--- config.mk ---
export PLATFORM = sky130hd
export DESIGN_NAME = hpw_host_port
export DESIGN_NICKNAME = d
export VERILOG_FILES = /design/src/rtl/hpw_pkg.sv /design/src/rtl/hpw_seq_timer.sv /design/src/rtl/hpw_host_port.sv
export SDC_FILE = /design/constraint.sdc
export NUM_CORES = 1
export LEC_CHECK = 0
export BUFFER_PORTS_ARGS = -buffer_cell sky130_fd_sc_hd__buf_2
export CORE_UTILIZATION = 51
export CTS_BUF_LIST = sky130_fd_sc_hd__clkbuf_4 sky130_fd_sc_hd__clkbuf_8
export DETAILED_ROUTE_END_ITERATION = 10
export PLACE_DENSITY = 0.86
export SYNTH_ARGS = -nofsm -noshare
export SYNTH_HDL_FRONTEND = slang
export SYNTH_SLANG_ARGS = --single-unit
export TNS_END_PERCENT = 20
--- constraint.sdc ---
create_clock -name mclk -period 2.9 [get_ports mclk]
set_input_delay 0.145 -clock mclk [delete_from_list [all_inputs] [get_ports mclk]]
set_output_delay 0.145 -clock mclk [all_outputs]
set_load 0.02 [all_outputs]
--- src/rtl/hpw_pkg.sv ---
// Purpose: Shared constants for the host port wait-state engine.
// Assumes: One core clock (mclk, 100 MHz); host pins sampled synchronously.
// Notes:   Wait lengths are counted in sequencer cycles of two clocks each.
//
// Overview of operation
// - One sequencer cycle is two core clocks; all waits count them.
// - Instruction memory read holds ready low for 6 to 7 sequencer cycles.
// - Instruction memory write holds ready low for 5 to 7 cycles.
// - Data RAM read holds ready low for 9 to 33 sequencer cycles.
// - Data RAM write holds ready low for 9 to 29 sequencer cycles.
// - Too frequent data RAM access stretches the wait up to 97 cycles.
// - Memory read data is valid no later than ready rising.
// - Register read data follows the read strobe fall, no ready wait.
// - Data bus drives after read strobe falls, floats after it rises.
// - Ready is driven only while selected; pulled low after a memory strobe falls.

package hpw_pkg;

    // ------------------------------------------------------------------
    // Clocking and sequencer cycle
    // ------------------------------------------------------------------
    localparam int MCLK_PERIOD_NS = 10;
    localparam int SEQ_CLKS = 2;
    localparam int SEQ_CYC_NS = SEQ_CLKS * MCLK_PERIOD_NS;

    // ------------------------------------------------------------------
    // Wait lengths in sequencer cycles
    // ------------------------------------------------------------------
    localparam int SEQ_CW = 7;
    localparam logic [6:0] IMEM_RD_MIN = 7'd6;
    localparam logic [6:0] IMEM_RD_MAX = 7'd7;
    localparam logic [6:0] IMEM_WR_MIN = 7'd5;
    localparam logic [6:0] IMEM_WR_MAX = 7'd7;
    localparam logic [6:0] DRAM_RD_MIN = 7'd9;
    localparam logic [6:0] DRAM_RD_MAX = 7'd33;
    localparam logic [6:0] DRAM_WR_MIN = 7'd9;
    localparam logic [6:0] DRAM_WR_MAX = 7'd29;
    localparam logic [6:0] DRAM_SLOW_MAX = 7'd97;
    localparam logic [6:0] LATE_DATA_SEQ = 7'd1;

    // ------------------------------------------------------------------
    // Address map of the host port
    // ------------------------------------------------------------------
    localparam int ADDR_W = 11;
    localparam logic [10:0] IMEM_BASE = 11'h200;
    localparam logic [10:0] DRAM_BASE = 11'h400;

    typedef enum logic [1:0] {TGT_REG, TGT_IMEM, TGT_DRAM} hpw_tgt_t;

endpackage : hpw_pkg

--- src/rtl/hpw_seq_timer.sv ---
// Purpose: Counts sequencer cycles since the last clear, saturating.
// Assumes: A sequencer cycle is two clocks of mclk.
// Notes:   Used for access waits and for the data RAM overuse decay.

`timescale 1ns/100ps

module hpw_seq_timer
    import hpw_pkg::*;
#(
    parameter int CW = SEQ_CW
)
(
    input wire logic mclk,             // Core clock.
    input wire logic resetn,           // Asynchronous reset, active low.
    input wire logic clear,            // Restart counting from zero.
    output logic [CW-1:0] seq_count    // Whole sequencer cycles elapsed.
);

    logic [CW:0] clk_count_reg;

    if (CW < 2)
    begin : g_chk
        $error("hpw_seq_timer: CW too small");
    end

    // ------------------------------------------------------------------
    // Clock counter; the top bits give whole sequencer cycles.
    // ------------------------------------------------------------------
    always_ff @(posedge mclk or negedge resetn)
    begin
        if (!resetn)
            clk_count_reg <= '0;
        else if (clear)
            clk_count_reg <= '0;
        else if (clk_count_reg != '1)
            clk_count_reg <= clk_count_reg + 1'b1;
    end

    // Saturation keeps a stalled wait from wrapping back to short counts.
    assign seq_count = clk_count_reg[CW:1];

endmodule : hpw_seq_timer

--- src/rtl/hpw_host_port.sv ---
// Purpose: Host processor port with ready wait states per access target.
// Assumes: Host pins synchronous to mclk; memories answer in the strobe cycle.
// Notes:   Supports multiplexed and separate address buses.

`timescale 1ns/100ps

module hpw_host_port
    import hpw_pkg::*;
#(
    parameter int OVERUSE_THRESH = 4,   // Data RAM accesses counted as overuse.
    parameter int DECAY_SEQ = 64        // Sequencer cycles per forgiven access.
)
(
    input wire logic mclk,                    // Core clock, 100 MHz.
    input wire logic resetn,                  // Asynchronous reset.
    input wire logic mux_mode,                // 1: multiplexed address/data.
    input wire logic sel_n,                   // Chip select, active low.
    input wire logic rd_n,                    // Read strobe, active low.
    input wire logic wr_n,                    // Write strobe, active low.
    input wire logic ale,                     // Address latch strobe.
    input wire logic [2:0] upper_addr_bits,   // High address, muxed mode.
    input wire logic [10:0] sep_addr,         // Address, separate bus mode.
    input wire logic [7:0] muxed_addr_data_i, // Data/address bus in.
    output logic [7:0] muxed_addr_data_o,     // Data bus out.
    output logic muxed_addr_data_oe,          // Data bus drive enable.
    output logic rdy_o,                       // Ready level, low = wait.
    output logic rdy_oe,                      // Ready drive enable.
    output logic [10:0] acc_addr,             // Address of current access.
    output logic reg_rd,                      // Register read strobe.
    output logic reg_wr,                      // Register write strobe.
    output logic [7:0] reg_wdata,             // Register write data.
    input wire logic [7:0] reg_rdata,         // Register read data.
    output logic mem_rd,                      // Memory read strobe.
    output logic mem_wr,                      // Memory write strobe.
    output logic mem_dram,                    // 1: data RAM, 0: instr memory.
    output logic [7:0] mem_wdata,             // Memory write data.
    input wire logic [7:0] mem_rdata,         // Memory data, valid with mem_rd.
    input wire logic seq_ram_free,            // Sequencer leaves RAM slot free.
    output logic throttle                     // Data RAM overuse detected.
);

    typedef enum logic [2:0] {ST_IDLE, ST_WAIT, ST_FETCH, ST_DONE, ST_LATE}
        hpw_state_t;

    hpw_state_t state_reg;
    hpw_tgt_t tgt_reg;
    logic is_rd_reg;
    logic rd_q_reg;
    logic wr_q_reg;
    logic ale_q_reg;
    logic [10:0] latch_addr_reg;
    logic [10:0] addr_reg;
    logic [7:0] dout_reg;
    logic reg_rd_reg;
    logic reg_wr_reg;
    logic [7:0] reg_wdata_reg;
    logic mem_wr_reg;
    logic [7:0] mem_wdata_reg;
    logic [7:0] recent_reg;
    logic rd_fall;
    logic wr_fall;
    logic strobe_rise;
    logic [10:0] cur_addr;
    hpw_tgt_t cur_tgt;
    logic timer_clear;
    logic [6:0] wait_cnt;
    logic [6:0] decay_cnt;
    logic decay_hit;
    logic release_now;
    logic [6:0] wait_min;
    logic [6:0] wait_lim;
    logic dram_start;

    if (OVERUSE_THRESH < 1 || OVERUSE_THRESH > 255
        || DECAY_SEQ < 1 || DECAY_SEQ > 127)
    begin : g_chk_param
        $error("hpw_host_port: OVERUSE_THRESH or DECAY_SEQ out of range");
    end

    // ------------------------------------------------------------------
    // Strobe edge detection
    // ------------------------------------------------------------------
    // Previous pin levels; pins are synchronous so no extra stages.
    always_ff @(posedge mclk or negedge resetn)
    begin
        if (!resetn)
        begin
            rd_q_reg <= 1'b1;
            wr_q_reg <= 1'b1;
            ale_q_reg <= 1'b0;
        end
        else
        begin
            rd_q_reg <= rd_n;
            wr_q_reg <= wr_n;
            ale_q_reg <= ale;
        end
    end

    assign rd_fall = rd_q_reg && !rd_n && !sel_n;
    assign wr_fall = wr_q_reg && !wr_n && !sel_n;
    assign strobe_rise = (!rd_q_reg && rd_n) || (!wr_q_reg && wr_n);

    // ------------------------------------------------------------------
    // Address capture and decode
    // ------------------------------------------------------------------
    // Multiplexed address is taken on the falling edge of the latch strobe.
    always_ff @(posedge mclk or negedge resetn)
    begin
        if (!resetn)
            latch_addr_reg <= 11'h000;
        else if (ale_q_reg && !ale)
            latch_addr_reg <= {upper_addr_bits, muxed_addr_data_i};
    end

    assign cur_addr = mux_mode ? latch_addr_reg : sep_addr;

    // Decode by base address; everything below the memories is registers.
    always_comb
    begin
        if (cur_addr >= DRAM_BASE)
            cur_tgt = TGT_DRAM;
        else if (cur_addr >= IMEM_BASE)
            cur_tgt = TGT_IMEM;
        else
            cur_tgt = TGT_REG;
    end

    // ------------------------------------------------------------------
    // Wait timers
    // ------------------------------------------------------------------
    assign timer_clear = (state_reg == ST_IDLE) || (state_reg == ST_DONE);

    hpw_seq_timer #(.CW(SEQ_CW)) u_wait_timer (
        .mclk(mclk),
        .resetn(resetn),
        .clear(timer_clear),
        .seq_count(wait_cnt)
    );

    assign decay_hit = (decay_cnt >= 7'(DECAY_SEQ));

    hpw_seq_timer #(.CW(SEQ_CW)) u_decay_timer (
        .mclk(mclk),
        .resetn(resetn),
        .clear(decay_hit),
        .seq_count(decay_cnt)
    );

    // ------------------------------------------------------------------
    // Data RAM overuse detection
    // ------------------------------------------------------------------
    assign dram_start = (state_reg == ST_IDLE) && (rd_fall || wr_fall)
                        && (cur_tgt == TGT_DRAM);

    // Each access adds one, each decay period forgives one; a burst of
    // accesses faster than the decay rate climbs past the threshold.
    always_ff @(posedge mclk or negedge resetn)
    begin
        if (!resetn)
            recent_reg <= 8'h00;
        else if (dram_start && !decay_hit && recent_reg != 8'hff)
            recent_reg <= recent_reg + 8'h01;
        else if (!dram_start && decay_hit && recent_reg != 8'h00)
            recent_reg <= recent_reg - 8'h01;
    end

    assign throttle = (recent_reg >= 8'(OVERUSE_THRESH));

    // ------------------------------------------------------------------
    // Release condition of the ready wait
    // ------------------------------------------------------------------
    // Reads leave one clock for the fetch, so the forced limit is one less.
    always_comb
    begin
        wait_min = 7'd0;
        wait_lim = 7'd1;
        unique case (tgt_reg)
            TGT_IMEM:
            begin
                wait_min = is_rd_reg ? IMEM_RD_MIN : IMEM_WR_MIN;
                wait_lim = is_rd_reg ? IMEM_RD_MAX : IMEM_WR_MAX;
            end
            TGT_DRAM:
            begin
                wait_min = is_rd_reg ? DRAM_RD_MIN : DRAM_WR_MIN;
                wait_lim = is_rd_reg ? DRAM_RD_MAX : DRAM_WR_MAX;
                // While overuse lasts the wait runs on to the stretched limit.
                if (throttle)
                    wait_lim = DRAM_SLOW_MAX;
                if (throttle)
                    wait_min = DRAM_SLOW_MAX - 7'd1;
            end
            default: ;
        endcase
    end

    // Data RAM waits end early only when the sequencer frees a slot.
    assign release_now = (wait_cnt >= wait_lim - 7'd1)
        || ((wait_cnt >= wait_min)
            && (seq_ram_free || tgt_reg != TGT_DRAM));

    // ------------------------------------------------------------------
    // Access sequencer
    // ------------------------------------------------------------------
    always_ff @(posedge mclk or negedge resetn)
    begin
        if (!resetn)
        begin
            state_reg <= ST_IDLE;
            tgt_reg <= TGT_REG;
            is_rd_reg <= 1'b0;
            addr_reg <= 11'h000;
        end
        else
        begin
            unique case (state_reg)
                ST_IDLE:
                    if (rd_fall || wr_fall)
                    begin
                        addr_reg <= cur_addr;
                        tgt_reg <= cur_tgt;
                        is_rd_reg <= rd_fall;
                        // Registers answer at once with no wait state.
                        if (cur_tgt == TGT_REG)
                            state_reg <= ST_DONE;
                        else
                            state_reg <= ST_WAIT;
                    end
                ST_WAIT:
                    if (sel_n)
                        state_reg <= ST_IDLE;
                    else if (release_now)
                        state_reg <= is_rd_reg ? ST_FETCH : ST_DONE;
                ST_FETCH:
                    state_reg <= ST_DONE;
                ST_DONE:
                    if (strobe_rise || sel_n)
                    begin
                        if (!is_rd_reg && tgt_reg != TGT_REG && !sel_n)
                            state_reg <= ST_LATE;
                        else
                            state_reg <= ST_IDLE;
                    end
                ST_LATE:
                    if (wait_cnt >= LATE_DATA_SEQ)
                        state_reg <= ST_IDLE;
            endcase
        end
    end

    // ------------------------------------------------------------------
    // Register side strobes and data capture
    // ------------------------------------------------------------------
    // Register read strobe one clock after the read strobe falls.
    always_ff @(posedge mclk or negedge resetn)
    begin
        if (!resetn)
            reg_rd_reg <= 1'b0;
        else
            reg_rd_reg <= (state_reg == ST_IDLE) && rd_fall
                          && (cur_tgt == TGT_REG);
    end

    // Write data is taken as the write strobe rises.
    always_ff @(posedge mclk or negedge resetn)
    begin
        if (!resetn)
        begin
            reg_wr_reg <= 1'b0;
            reg_wdata_reg <= 8'h00;
        end
        else
        begin
            reg_wr_reg <= 1'b0;
            if (state_reg == ST_DONE && !wr_q_reg && wr_n
                && tgt_reg == TGT_REG && !is_rd_reg)
            begin
                reg_wr_reg <= 1'b1;
                reg_wdata_reg <= muxed_addr_data_i;
            end
        end
    end

    // Memory writes commit one sequencer cycle after the strobe rises,
    // because the host may still be settling the data until then.
    always_ff @(posedge mclk or negedge resetn)
    begin
        if (!resetn)
        begin
            mem_wr_reg <= 1'b0;
            mem_wdata_reg <= 8'h00;
        end
        else
        begin
            mem_wr_reg <= 1'b0;
            if (state_reg == ST_LATE && wait_cnt >= LATE_DATA_SEQ)
            begin
                mem_wr_reg <= 1'b1;
                mem_wdata_reg <= muxed_addr_data_i;
            end
        end
    end

    // Read data register: registers a clock after their strobe, memories
    // in the fetch clock so data is settled when ready rises.
    always_ff @(posedge mclk or negedge resetn)
    begin
        if (!resetn)
            dout_reg <= 8'h00;
        else if (reg_rd_reg)
            dout_reg <= reg_rdata;
        else if (state_reg == ST_FETCH)
            dout_reg <= mem_rdata;
    end

    // ------------------------------------------------------------------
    // Outputs
    // ------------------------------------------------------------------
    assign acc_addr = addr_reg;
    assign reg_rd = reg_rd_reg;
    assign reg_wr = reg_wr_reg;
    assign reg_wdata = reg_wdata_reg;
    assign mem_rd = (state_reg == ST_FETCH);
    assign mem_wr = mem_wr_reg;
    assign mem_dram = (tgt_reg == TGT_DRAM);
    assign mem_wdata = mem_wdata_reg;
    assign muxed_addr_data_o = dout_reg;

    // The bus is driven only while a selected read strobe is low.
    assign muxed_addr_data_oe = !sel_n && !rd_n;

    // Ready floats when deselected and is low only while a wait runs.
    assign rdy_oe = !sel_n;
    assign rdy_o = !((state_reg == ST_WAIT) || (state_reg == ST_FETCH));

endmodule : hpw_host_port

==> summary.md, run 1 <==
| Metric | Value |
|---|---|
| Violations in the final reports | setup timing |
| Area of the die | roughly 8500 um2 |
| Number of distinct library cells after synthesis | 51 |
| Warning count from the yosys run | 0 |
| Max capacitance violation total | 0 |
| Sequential share of the synthesized area | 49.0% |
| Worst hold path stage count | 3 |
| Highest achievable clock rate | about 0.34 GHz |
| Final cell count without fillers | about 590 |
| Util after Layout | approximately two thirds |
| Leading post-synthesis cells by instance count | sky130_fd_sc_hd__dfrtp_1, sky130_fd_sc_hd__nand2_1, sky130_fd_sc_hd__o21ai_0, sky130_fd_sc_hd__mux2_2, sky130_fd_sc_hd__nor2_1 |
| Worst Path Required | approximately 3100 ps |
| Kind of capture point of the worst setup path | flip-flop |
| Number of flops mapped to enable cells by yosys | 0 |
| Most area-consuming cells after synthesis | sky130_fd_sc_hd__dfrtp_1, sky130_fd_sc_hd__mux2_2, sky130_fd_sc_hd__ha_1 |
| Antenna-violating nets left | 0 |
| Final worst-path setup slack | -11.6 ps |
| Slack of the worst reg-to-reg path | -10 ps |
| Total Wirelength | around 9.2 mm |
| Cell depth of the worst flop-to-flop path | 11 |
| Worst slew slack as a fraction of its limit | between 30% and 40% |
| Effective utilization at floorplan | 53.1% |
| Clock buffers created by TritonCTS | 9 |
| Last weighted congestion value of the routability-driven placer | just under 0.9 |
| Core Area | 7810 um2 |
| Vertical die dimension | ~90 um |
| Category of the worst setup path launch point | flip-flop |
| Antenna fix cells | 0 |
| Tcrit/Tclk final | 100% |
| Worst path bufs/invs | 0 |
| Status | finished with violations |
| Minimum period implied by the final worst setup slack | a little under 3000 ps |
| Worst hold path type | input port to flip-flop |
| Mean instance size in the synthesized netlist | 11.2 um2 |
| Crit path max fanout | 7 |
| WP depth | 11 |
| Wire length of the first global-routing pass | 15.2 mm |
| Ports | 90 |
| DR WL/cell | approximately 16 um |
| Growth of design area from synthesis to finish | 23.1% |
| Gate count after technology mapping | around 370 |
| Worst Hold Slack | around 13 ps |
| Cell type with the highest aggregate area in the netlist | sky130_fd_sc_hd__dfrtp_1 |
| H-tree lvl count | 3 |
| Number of buffers inserted by post-CTS setup repair | 0 |
| Maximum single-stage delay on the critical path | 570 ps |
| Core Rows | 32 |
| Slew at the pin with the worst max-slew slack | ~1000 ps |
| Most common cell type on the critical path | sky130_fd_sc_hd__a21o_1 |
| Slowest-stage cell, CP | sky130_fd_sc_hd__dfstp_2 |
| Detailed-route vias per instance | around 5.4 |
| GR Overflow Total | 0 |
| Endpoint of the worst register-to-register path | recent_reg[6] |
| FF-to-FF Start | rd_q_reg |
| Worst supply voltage drop on vdd | approximately 610 uV |
| Worst-case clock skew | 11.4 ps |
| Power per cell area | 949 nW/um2 |
| Post-Synthesis Cell Area | ~4100 um2 |
| Clock-pin slew on the worst setup and hold paths | 90 ps |
| DPL Wire Length | ~6.6 mm |
| Pin count of the biggest net entering global routing | 82 |
| Data arrival time of the worst path | about 3200 ps |
| Total via count after detailed routing | about 3200 |
| Worst setup endpoint | recent_reg[6] |
| Root buf cell | sky130_fd_sc_hd__clkbuf_8 |
| Total iterations of the first detailed-routing run | 4 |
| Setup Viol. Count Final | 1 |
| Cells along the critical path | nand2b_4 -> a21oi_4 -> nand2_2 -> or4_4 -> fa_2 -> a21o_1 -> a21o_1 -> a21o_1 -> a21oi_2 -> xnor2_1 -> mux2_4 |
| Clock tree from TritonCTS | yes |
| DIE WIDTH | between 90 and 100 um |
| Crit Path Class | flip-flop to flip-flop |
| Asr flop ratio synth | between 90% and 100% |
| TritonCTS sink count | 81 |
| Total routing usage reported by global routing | roughly 23% |
| Number of antenna violations at the first check in global routing | 0 |
| Crit-path leading delay family | compound AO/OA/AOI/OAI gates |
| Iteration-0 DRC Markers | 73 |
| Deepest clock path buffer count | 2 |
| Number of flip-flops under the largest register name | 11 |
| RSZ-0062 raised after global routing | true |
| Fin nets | 552 |
| Final-report max-slew violation count | 0 |
| Post-route DRC | 0 |
| Number of register bits inferred by synthesis | 81 |
| Final hold violation count | 0 |
| Via count of the first global-routing pass | approximately 3300 |
| Clock insertion delay at the later pin of the skew report | 350 ps |
| IO Port Bufs | 89 |
| Post-Synthesis Net Count | 441 |
| Layout cells sized above 1 | 35.5% |
| Overall power after layout | 0.00484 W |
| Share of the synthesized area in the top cell type | about 48% |
| Placed Cells incl. Taps | 563 |
| Ys flop type | sky130_fd_sc_hd__dfrtp_1 |
| Worst Setup SP | rd_q_reg |
| Hold Startpoint | reg_rdata[6] |
| Leakage power total | about 2.4 nW |
| Library cell with the highest instance count after synthesis | sky130_fd_sc_hd__dfrtp_1 |
## metal layers
metal / vias up / track usage (%) / wire length, um
met5: - / 0 / 0
met4: 0 / 6.64 / 92
met3: 9 / 6.72 / 467
met2: 80 / 41.5 / 4940
met1: 1566 / 25.7 / 3700
li1: 1524 / - / -
## stage by stage
stage                     TNS, ps  worst slack, ps  cell area [um2]
after global routing         -240             -120             5100
final                       -11.6            -11.6             5100
after floorplan                 0             5.82             4140
after global placement          0             21.8             4750
after CTS                   -10.5            -10.5             5070
after detailed placement    -71.4            -54.4             4750
## worst register-to-register path: stages, from the launching register on
cell and delay (ps):
sky130_fd_sc_hd__dfstp_2 570, sky130_fd_sc_hd__nand2b_4 70, sky130_fd_sc_hd__a21oi_4 170, sky130_fd_sc_hd__nand2_2 80, sky130_fd_sc_hd__or4_4 500, sky130_fd_sc_hd__fa_2 380, sky130_fd_sc_hd__a21o_1 160, sky130_fd_sc_hd__a21o_1 190
sky130_fd_sc_hd__a21o_1 200, sky130_fd_sc_hd__a21oi_2 150, sky130_fd_sc_hd__xnor2_1 80, sky130_fd_sc_hd__mux2_4 260
## how the worst min path moves through the flow
| stage | slack (ps) | endpoint |
|---|---|---|
| 6_report | 10 | muxed_addr_data_o[6] |
| 5_1_grt | 10 | muxed_addr_data_o[6] |
| 4_1_cts | 8 | muxed_addr_data_o[6] |
| 3_5_place_dp | 270 | wr_q_reg |
| 3_3_place_gp | 270 | wr_q_reg |
| 2_1_floorplan | -150 | acc_addr[0] |
## cells in the final DEF, fill, tap and decap left out, types with 3 or more instances in the layout
master / n
sky130_fd_sc_hd__nand4_1: 3
sky130_fd_sc_hd__nor3_1: 3
sky130_fd_sc_hd__clkbuf_8: 10
sky130_fd_sc_hd__a21o_1: 3
sky130_fd_sc_hd__mux2_4: 7
sky130_fd_sc_hd__nor2b_1: 5
sky130_fd_sc_hd__nand3_1: 17
sky130_fd_sc_hd__inv_1: 10
sky130_fd_sc_hd__mux2_2: 28
sky130_fd_sc_hd__mux2i_1: 20
sky130_fd_sc_hd__xnor2_1: 7
sky130_fd_sc_hd__buf_4: 12
sky130_fd_sc_hd__nor2_1: 27
sky130_fd_sc_hd__o21ai_0: 29
sky130_fd_sc_hd__nand2b_1: 3
sky130_fd_sc_hd__a21oi_1: 12
sky130_fd_sc_hd__dfrtp_1: 79
sky130_fd_sc_hd__buf_2: 88
sky130_fd_sc_hd__xor2_1: 8
sky130_fd_sc_hd__a21boi_0: 3
sky130_fd_sc_hd__and3_1: 4
sky130_fd_sc_hd__nand2_1: 35
sky130_fd_sc_hd__ha_1: 23
sky130_fd_sc_hd__dlygate4sd3_1: 10
## where the power goes
part	switching, W	leakage (nW)	total, W	internal (W)
clock	0.000422	0.0996	0.000857	0.000435
sequential	0.000289	1.00	0.00178	0.00150
combinational	0.00124	1.33	0.00220	0.000954
## cells by family after synthesis
| family | share of synthesized area, % |
|---|---|
| AND/OR/NAND/NOR | 15.1 |
| XOR/XNOR | 3.17 |
| adder cells (fa/ha/maj) | 7.43 |
| AO/OA/AOI/OAI | 8.15 |
| flip-flops | 49.0 |
| multiplexers | 15.0 |
| buffers and inverters | 2.17 |
## cell type report
type | count | area, um2
inverter | 10 | 37.5
sequential | 81 | 2030
tap | 102 | 128
clock inverter | 5 | 62.6
multi-input combinational | 270 | 2070
timing repair buffer | 110 | 631
fill | 585 | 2710
clock buffer | 11 | 145
## timing repair
item	CTS	global route
resized for setup	2	5
endpoints found under the setup margin	2	3
cloned	0	0
endpoints found under the hold margin	83	0
hold buffers	10	0
Power figures use the tool's default switching activity.
==> run 2: changes to the inputs <==
--- a/config.mk
+++ b/config.mk
@@ -5,9 +5,10 @@
 export SDC_FILE = /design/constraint.sdc
 export NUM_CORES = 1
 export LEC_CHECK = 0
-export BUFFER_PORTS_ARGS = -buffer_cell sky130_fd_sc_hd__buf_2
+export BUFFER_PORTS_ARGS = -buffer_cell sky130_fd_sc_hd__buf_4
 export CORE_UTILIZATION = 51
 export CTS_BUF_LIST = sky130_fd_sc_hd__clkbuf_4 sky130_fd_sc_hd__clkbuf_8
+export CTS_CLUSTER_SIZE = 12
 export DETAILED_ROUTE_END_ITERATION = 10
 export PLACE_DENSITY = 0.86
 export SYNTH_ARGS = -nofsm -noshare
==> run 2 against run 1 <==
Against the previous run:
- the run now ends clean
- worst hold slack got worse by 3.8 ps
- clock power is 6.9% higher
- first-iteration DRC count grew 14%
- register-to-register slack better by 60 ps
- die area stayed put
- non-clock buffer count shrank 3
- cell area up 4.0%
- highest routed layer unchanged
==> summary.md, run 2 (synthesized netlist as in run 1, its figures left out) <==
| Metric | Value |
|---|---|
| Status | finished, final reports clean |
| Crit path max fanout | 6 |
| Util after Layout | approximately 68% |
| Worst-case clock skew | roughly 12 ps |
| Vertical die dimension | between 90 and 100 um |
| Clock-pin slew on the worst setup and hold paths | ~90 ps |
| TritonCTS sink count | 81 |
| IO Port Bufs | 89 |
| Final-report max-slew violation count | 0 |
| Slew at the pin with the worst max-slew slack | 997 ps |
| Area of the die | 8490 um2 |
| Wire length of the first global-routing pass | 15.0 mm |
| Via count of the first global-routing pass | ~3300 |
| Crit Path Class | input port to flip-flop |
| RSZ-0062 raised after global routing | true |
| Iteration-0 DRC Markers | 83 |
| Placed Cells incl. Taps | 562 |
| Maximum single-stage delay on the critical path | 550 ps |
| Clock tree from TritonCTS | yes |
| Fin nets | ~550 |
| Worst slew slack as a fraction of its limit | 33.5% |
| Final hold violation count | 0 |
| Data arrival time of the worst path | 3110 ps |
| Post-route DRC | 0 |
| DR WL/cell | between 15 and 20 um |
| Category of the worst setup path launch point | input port |
| Total routing usage reported by global routing | 22.7% |
| GR Overflow Total | 0 |
| Most common library cell in the layout ignoring fill and taps | sky130_fd_sc_hd__buf_4 |
| Layout cells sized above 1 | between 30% and 40% |
| Ports | 90 |
| Worst supply voltage drop on vdd | roughly 720 uV |
| Most common cell type on the critical path | sky130_fd_sc_hd__a21o_1 |
| Max capacitance violation total | 0 |
| Cells along the critical path | dlygate4sd3_1 -> buf_4 -> nand2b_4 -> a21oi_2 -> nand2_2 -> or4_4 -> fa_2 -> a21o_1 -> a21o_1 -> a21o_1 -> a21oi_1 -> xnor2_1 -> mux2_4 |
| Clock insertion delay at the later pin of the skew report | about 350 ps |
| H-tree lvl count | 3 |
| Effective utilization at floorplan | 53.1% |
| Tcrit/Tclk final | approximately 99% |
| Core Rows | 32 |
| Final cell count without fillers | about 600 |
| Detailed-route vias per instance | 5.50 |
| Leakage power total | 2.49 nW |
| Growth of design area from synthesis to finish | 28.0% |
| Overall power after layout | between 0.005 and 0.006 W |
| Minimum period implied by the final worst setup slack | between 2000 and 3000 ps |
| Pin count of the biggest net entering global routing | 82 |
| Power per cell area | 968 nW/um2 |
| Antenna fix cells | 0 |
| Worst hold path type | input port to flip-flop |
| Total via count after detailed routing | about 3200 |
| Antenna-violating nets left | 0 |
| Number of antenna violations at the first check in global routing | 0 |
| Highest achievable clock rate | around 0.35 GHz |
| Total Wirelength | 9.28 mm |
| Total iterations of the first detailed-routing run | 4 |
| DPL Wire Length | 6.49 mm |
| Slowest-stage cell, CP | sky130_fd_sc_hd__dlygate4sd3_1 |
| Root buf cell | sky130_fd_sc_hd__clkbuf_8 |
| Kind of capture point of the worst setup path | flip-flop |
| Deepest clock path buffer count | 2 |
| Clock buffers created by TritonCTS | 9 |
| Number of flip-flops under the largest register name | 11 |
| Core Area | 7810 um2 |
| DIE WIDTH | about 92 um |
| Worst Path Required | around 3100 ps |
| Commonest non-fill, non-tap cells in the layout | sky130_fd_sc_hd__buf_4, sky130_fd_sc_hd__dfrtp_1, sky130_fd_sc_hd__nand2_1 |
| Setup Viol. Count Final | 0 |
| Last weighted congestion value of the routability-driven placer | ~0.84 |
==> run 2: final cells by class <==
cell class,instances,area [um2]
Inverter,10,37.5
Timing Repair Buffer,107,818
Clock buffer,10,131
Fill cell,570,2500
Clock inverter,6,90.1
Tap cell,102,128
Sequential cell,81,2030
Multi-Input combinational cell,270,2070
==> run 2: power breakdown <==
part | internal, W | leakage (nW) | switching (W)
Combinational | 0.00115 | 1.38 | 0.00127
Sequential | 0.00150 | 1.00 | 0.000309
Clock | 0.000498 | 0.110 | 0.000418
Total | 0.00314 | 2.49 | 0.00200
==> run 2: final timing paths <==
check                                               start                        endpoint  slack, ps  cells past startpoint
hold / removal                               reg_rdata[6]            muxed_addr_data_o[6]          9                      3
setup reg to reg                                 rd_q_reg                   recent_reg[6]         50                     11
setup / recovery                                     rd_n                   recent_reg[6]         30                     13
hold reg to reg            u_decay_timer.clk_count_reg[0]  u_decay_timer.clk_count_reg[0]        450                      1
min in group asynchronous                          resetn                    mem_wdata[1]        510                      2
max in group asynchronous                          resetn                    state_reg[0]       1750                      2
==> run 2: critical path, delay by kind of cell <==
family | cells | cell delay (ps)
fa+ha+maj | 1 | 370
mux | 1 | 250
simple gates | 3 | 690
buf+inv | 2 | 700
xor+xnor | 1 | 80
compound gates | 5 | 850
==> run 2: per-stage QoR <==
stage / setup WS, ps / hold WS [ps] / instance area [um2] / TNS, ps
detailed placement: 14.2 / 266 / 4970 / 0
floorplan: 5.82 / -151 / 4140 / 0
global placement: 45.3 / 266 / 4970 / 0
global route: -105 / 2.05 / 5310 / -275
finish: 32.2 / 9.03 / 5310 / 0
CTS: 8.85 / 5.01 / 5260 / 0
==> run 2: timing repair <==
action / CTS / global route
setup buffers: 0 / 2
endpoints found under the setup margin: 2 / 4
hold buffers: 6 / 0
pin swaps: 0 / 2
hold endpoints to repair: 14 / 0
gates resized for setup: 2 / 6
==> run 2: per-layer routing <==
layer / vias to the layer above / part of all wire [%] / GRT usage, %
li1: 1523 / - / -
met5: - / 0 / 0
met3: 22 / 4.8 / 6.63
met4: 0 / 2.4 / 7.03
met2: 93 / 52 / 39.8
met1: 1586 / 41 / 26.8
==> run 3: changes to the inputs <==
--- a/config.mk
+++ b/config.mk
@@ -5,12 +5,14 @@
 export SDC_FILE = /design/constraint.sdc
 export NUM_CORES = 1
 export LEC_CHECK = 0
+export ABC_CLOCK_PERIOD_IN_PS = 2900
 export BUFFER_PORTS_ARGS = -buffer_cell sky130_fd_sc_hd__buf_4
 export CORE_UTILIZATION = 51
 export CTS_BUF_LIST = sky130_fd_sc_hd__clkbuf_4 sky130_fd_sc_hd__clkbuf_8
 export CTS_CLUSTER_SIZE = 12
 export DETAILED_ROUTE_END_ITERATION = 10
 export PLACE_DENSITY = 0.86
+export REMOVE_ABC_BUFFERS = 1
 export SYNTH_ARGS = -nofsm -noshare
 export SYNTH_HDL_FRONTEND = slang
 export SYNTH_SLANG_ARGS = --single-unit
==> run 3 against run 2 <==
Against the previous run:
- the flow now finishes with violations (setup timing)
- cell area up 2.9%
- first-iteration DRC count up 64%
- maximum frequency down 2.8%
- largest power group unchanged
- clock skew up 0.80 ps
- critical path depth down 2
- combinational power up 4%
- global-route usage up 0.87 points
- sequential cell count unchanged
- non-clock buffer count up 15
- die area unchanged
==> summary.md, run 3 (synthesized netlist as in run 1, its figures left out) <==
| Metric | Value |
|---|---|
| Status | finished with violations |
| Violations in the final reports | setup timing |
| Clock buffers created by TritonCTS | 9 |
| Wire length of the first global-routing pass | ~15 mm |
| Last weighted congestion value of the routability-driven placer | between 0.8 and 0.9 |
| IO Port Bufs | 89 |
| Core Area | 7810 um2 |
| Internal Dissipation | between 0.003 and 0.004 W |
| Commonest non-fill, non-tap cells in the layout | sky130_fd_sc_hd__buf_4, sky130_fd_sc_hd__dfrtp_1, sky130_fd_sc_hd__nand2_1 |
| Worst supply voltage drop on vdd | between 400 and 500 uV |
| Vertical die dimension | approximately 92 um |
| DR WL/cell | between 15 and 20 um |
| Worst Path Required | approximately 3100 ps |
| Crit path max fanout | 5 |
| FF-to-FF Start | wr_q_reg |
| Antenna fix cells | 0 |
| Minimum period implied by the final worst setup slack | ~3000 ps |
| Slew at the pin with the worst max-slew slack | slightly above 1000 ps |
| Via count of the first global-routing pass | about 3500 |
| Slack of the worst reg-to-reg path | -50 ps |
| Root buf cell | sky130_fd_sc_hd__clkbuf_8 |
| Relative contribution of sequential cells to total power | 35.0% |
| DPL Wire Length | 6.68 mm |
| Worst-case clock skew | 12.4 ps |
| Most common library cell in the layout ignoring fill and taps | sky130_fd_sc_hd__buf_4 |
| Iteration-0 DRC Markers | about 140 |
| Tcrit/Tclk final | 102% |
| Setup TNS | -64.6 ps |
| Pin count of the biggest net entering global routing | between 80 and 90 |
| Clock share of power | between 10% and 20% |
| RSZ-0062 raised after global routing | true |
| Worst slew slack as a fraction of its limit | a little under a third |
| Category of the worst setup path launch point | flip-flop |
| Area of the die | 8490 um2 |
| Effective utilization at floorplan | around 53% |
| Count of filler cells inserted in the layout | 537 |
| Fin nets | 564 |
| Cell depth of the worst flop-to-flop path | 11 |
| Clock tree from TritonCTS | yes |
| Worst slack after detailed placement | -60.1 ps |
| Total routing usage reported by global routing | a little under a quarter |
| Total iterations of the first detailed-routing run | 4 |
| Growth of design area from synthesis to finish | 31.7% |
| Max capacitance violation total | 0 |
| Placed Cells incl. Taps | 570 |
| Crit Path Class | flip-flop to flip-flop |
| Total via count after detailed routing | between 3000 and 4000 |
| Final worst-path setup slack | -50.2 ps |
| Switching share of power | 39.8% |
| Endpoint of the worst register-to-register path | recent_reg[6] |
| Setup Viol. Count Final | 2 |
| Clock-pin slew on the worst setup and hold paths | 100 ps |
| TritonCTS sink count | between 80 and 90 |
| Relative contribution of combinational cells to total power | approximately half |
| Final-report max-slew violation count | 0 |
| Detailed-route vias per instance | 5.49 |
| Core Rows | 32 |
| P_sw | 0.00207 W |
| Overall power after layout | 0.00519 W |
| GR Overflow Total | 0 |
| DIE WIDTH | 92.1 um |
| Layout cells sized above 1 | between 30% and 40% |
| Data arrival time of the worst path | roughly 3200 ps |
| Worst hold path type | input port to flip-flop |
| Hold Startpoint | reg_rdata[6] |
| Leakage power total | approximately 2.5 nW |
| Endpoint, Worst Hold | muxed_addr_data_o[6] |
| Antenna-violating nets left | 0 |
| Worst hold path stage count | 3 |
| Ports | 90 |
| Total Wirelength | ~10 mm |
| Number of antenna violations at the first check in global routing | 0 |
| Final cell count without fillers | roughly 600 |
| H-tree lvl count | 3 |
| Highest achievable clock rate | 0.339 GHz |
| Final hold violation count | 0 |
| Power per cell area | 951 nW/um2 |
| Post-route DRC | 0 |
| Number of flip-flops under the largest register name | 11 |
| Deepest clock path buffer count | 2 |
| Kind of capture point of the worst setup path | flip-flop |
| Clock insertion delay at the later pin of the skew report | around 360 ps |
## run 3: per-stage QoR
step                      util, %  cell area [um2]  hold WS (ps)
after detailed placement     64.4             5030           267
final                        69.9             5460          3.18
after floorplan                 -             4090          -151
after global routing         69.9             5460          3.07
after CTS                    68.5             5350          2.44
after global placement       64.4             5030           265
## run 3: worst max-delay path by stage
| stage | startpoint | endpoint | slack (ps) |
|---|---|---|---|
| 4_1_cts | wr_q_reg | recent_reg[6] | -6 |
| 5_1_grt | wr_q_reg | recent_reg[6] | -160 |
| 6_report | wr_q_reg | recent_reg[6] | -50 |
| 2_1_floorplan | rd_q_reg | recent_reg[6] | -210 |
| 3_3_place_gp | rd_q_reg | recent_reg[7] | -20 |
| 3_5_place_dp | wr_q_reg | recent_reg[7] | -60 |
## run 3: critical path, stage by stage, from the launching register on
cell	delay, ps
sky130_fd_sc_hd__dfstp_2	550
sky130_fd_sc_hd__nand2b_1	90
sky130_fd_sc_hd__a21oi_2	180
sky130_fd_sc_hd__nand2_2	80
sky130_fd_sc_hd__or4_4	600
sky130_fd_sc_hd__fa_2	390
sky130_fd_sc_hd__a21o_1	180
sky130_fd_sc_hd__a21o_1	170
sky130_fd_sc_hd__a21o_1	160
sky130_fd_sc_hd__a21oi_2	120
sky130_fd_sc_hd__xnor2_1	70
sky130_fd_sc_hd__mux2_4	250
## run 3: per-layer routing
metal | vias to the layer above | wire length, um | GRT usage (%)
li1 | 1550 | - | -
met1 | 1605 | 3900 | 25.7
met2 | 123 | 5240 | 43.0
met3 | 23 | 523 | 6.47
met4 | 0 | 273 | 9.64
met5 | - | 0 | 0
## run 3: area by class of cell
cell class	instances	area [um2]	area share, %
clock inverter	7	83.8	1.54
inverter	10	37.5	0.688
clock buffer	9	124	2.27
sequential	81	2030	37.2
multi-input combinational	270	2100	38.6
timing repair buffer	122	950	17.4
tap	102	128	2.34
## run 3: repair_timing
action                     4_1_cts  5_1_grt
pin swaps                        1        9
setup endpoints to repair        3        4
resized for setup                3        9
hold endpoints to repair        73        3
buffers inserted                 0        3
hold buffers                     9        3
## run 3: power groups by stage
stage | registers, W | clock network [W] | logic (W)
6_report | 0.00182 | 0.000872 | 0.00250
5_1_grt | 0.00186 | 0.000949 | 0.00272
3_5_place_dp | 0.00181 | 0 | 0.00236
3_3_place_gp | 0.00179 | 0 | 0.00227
2_1_floorplan | 0.00206 | 0 | 0.00119
4_1_cts | 0.00180 | 0.000896 | 0.00242
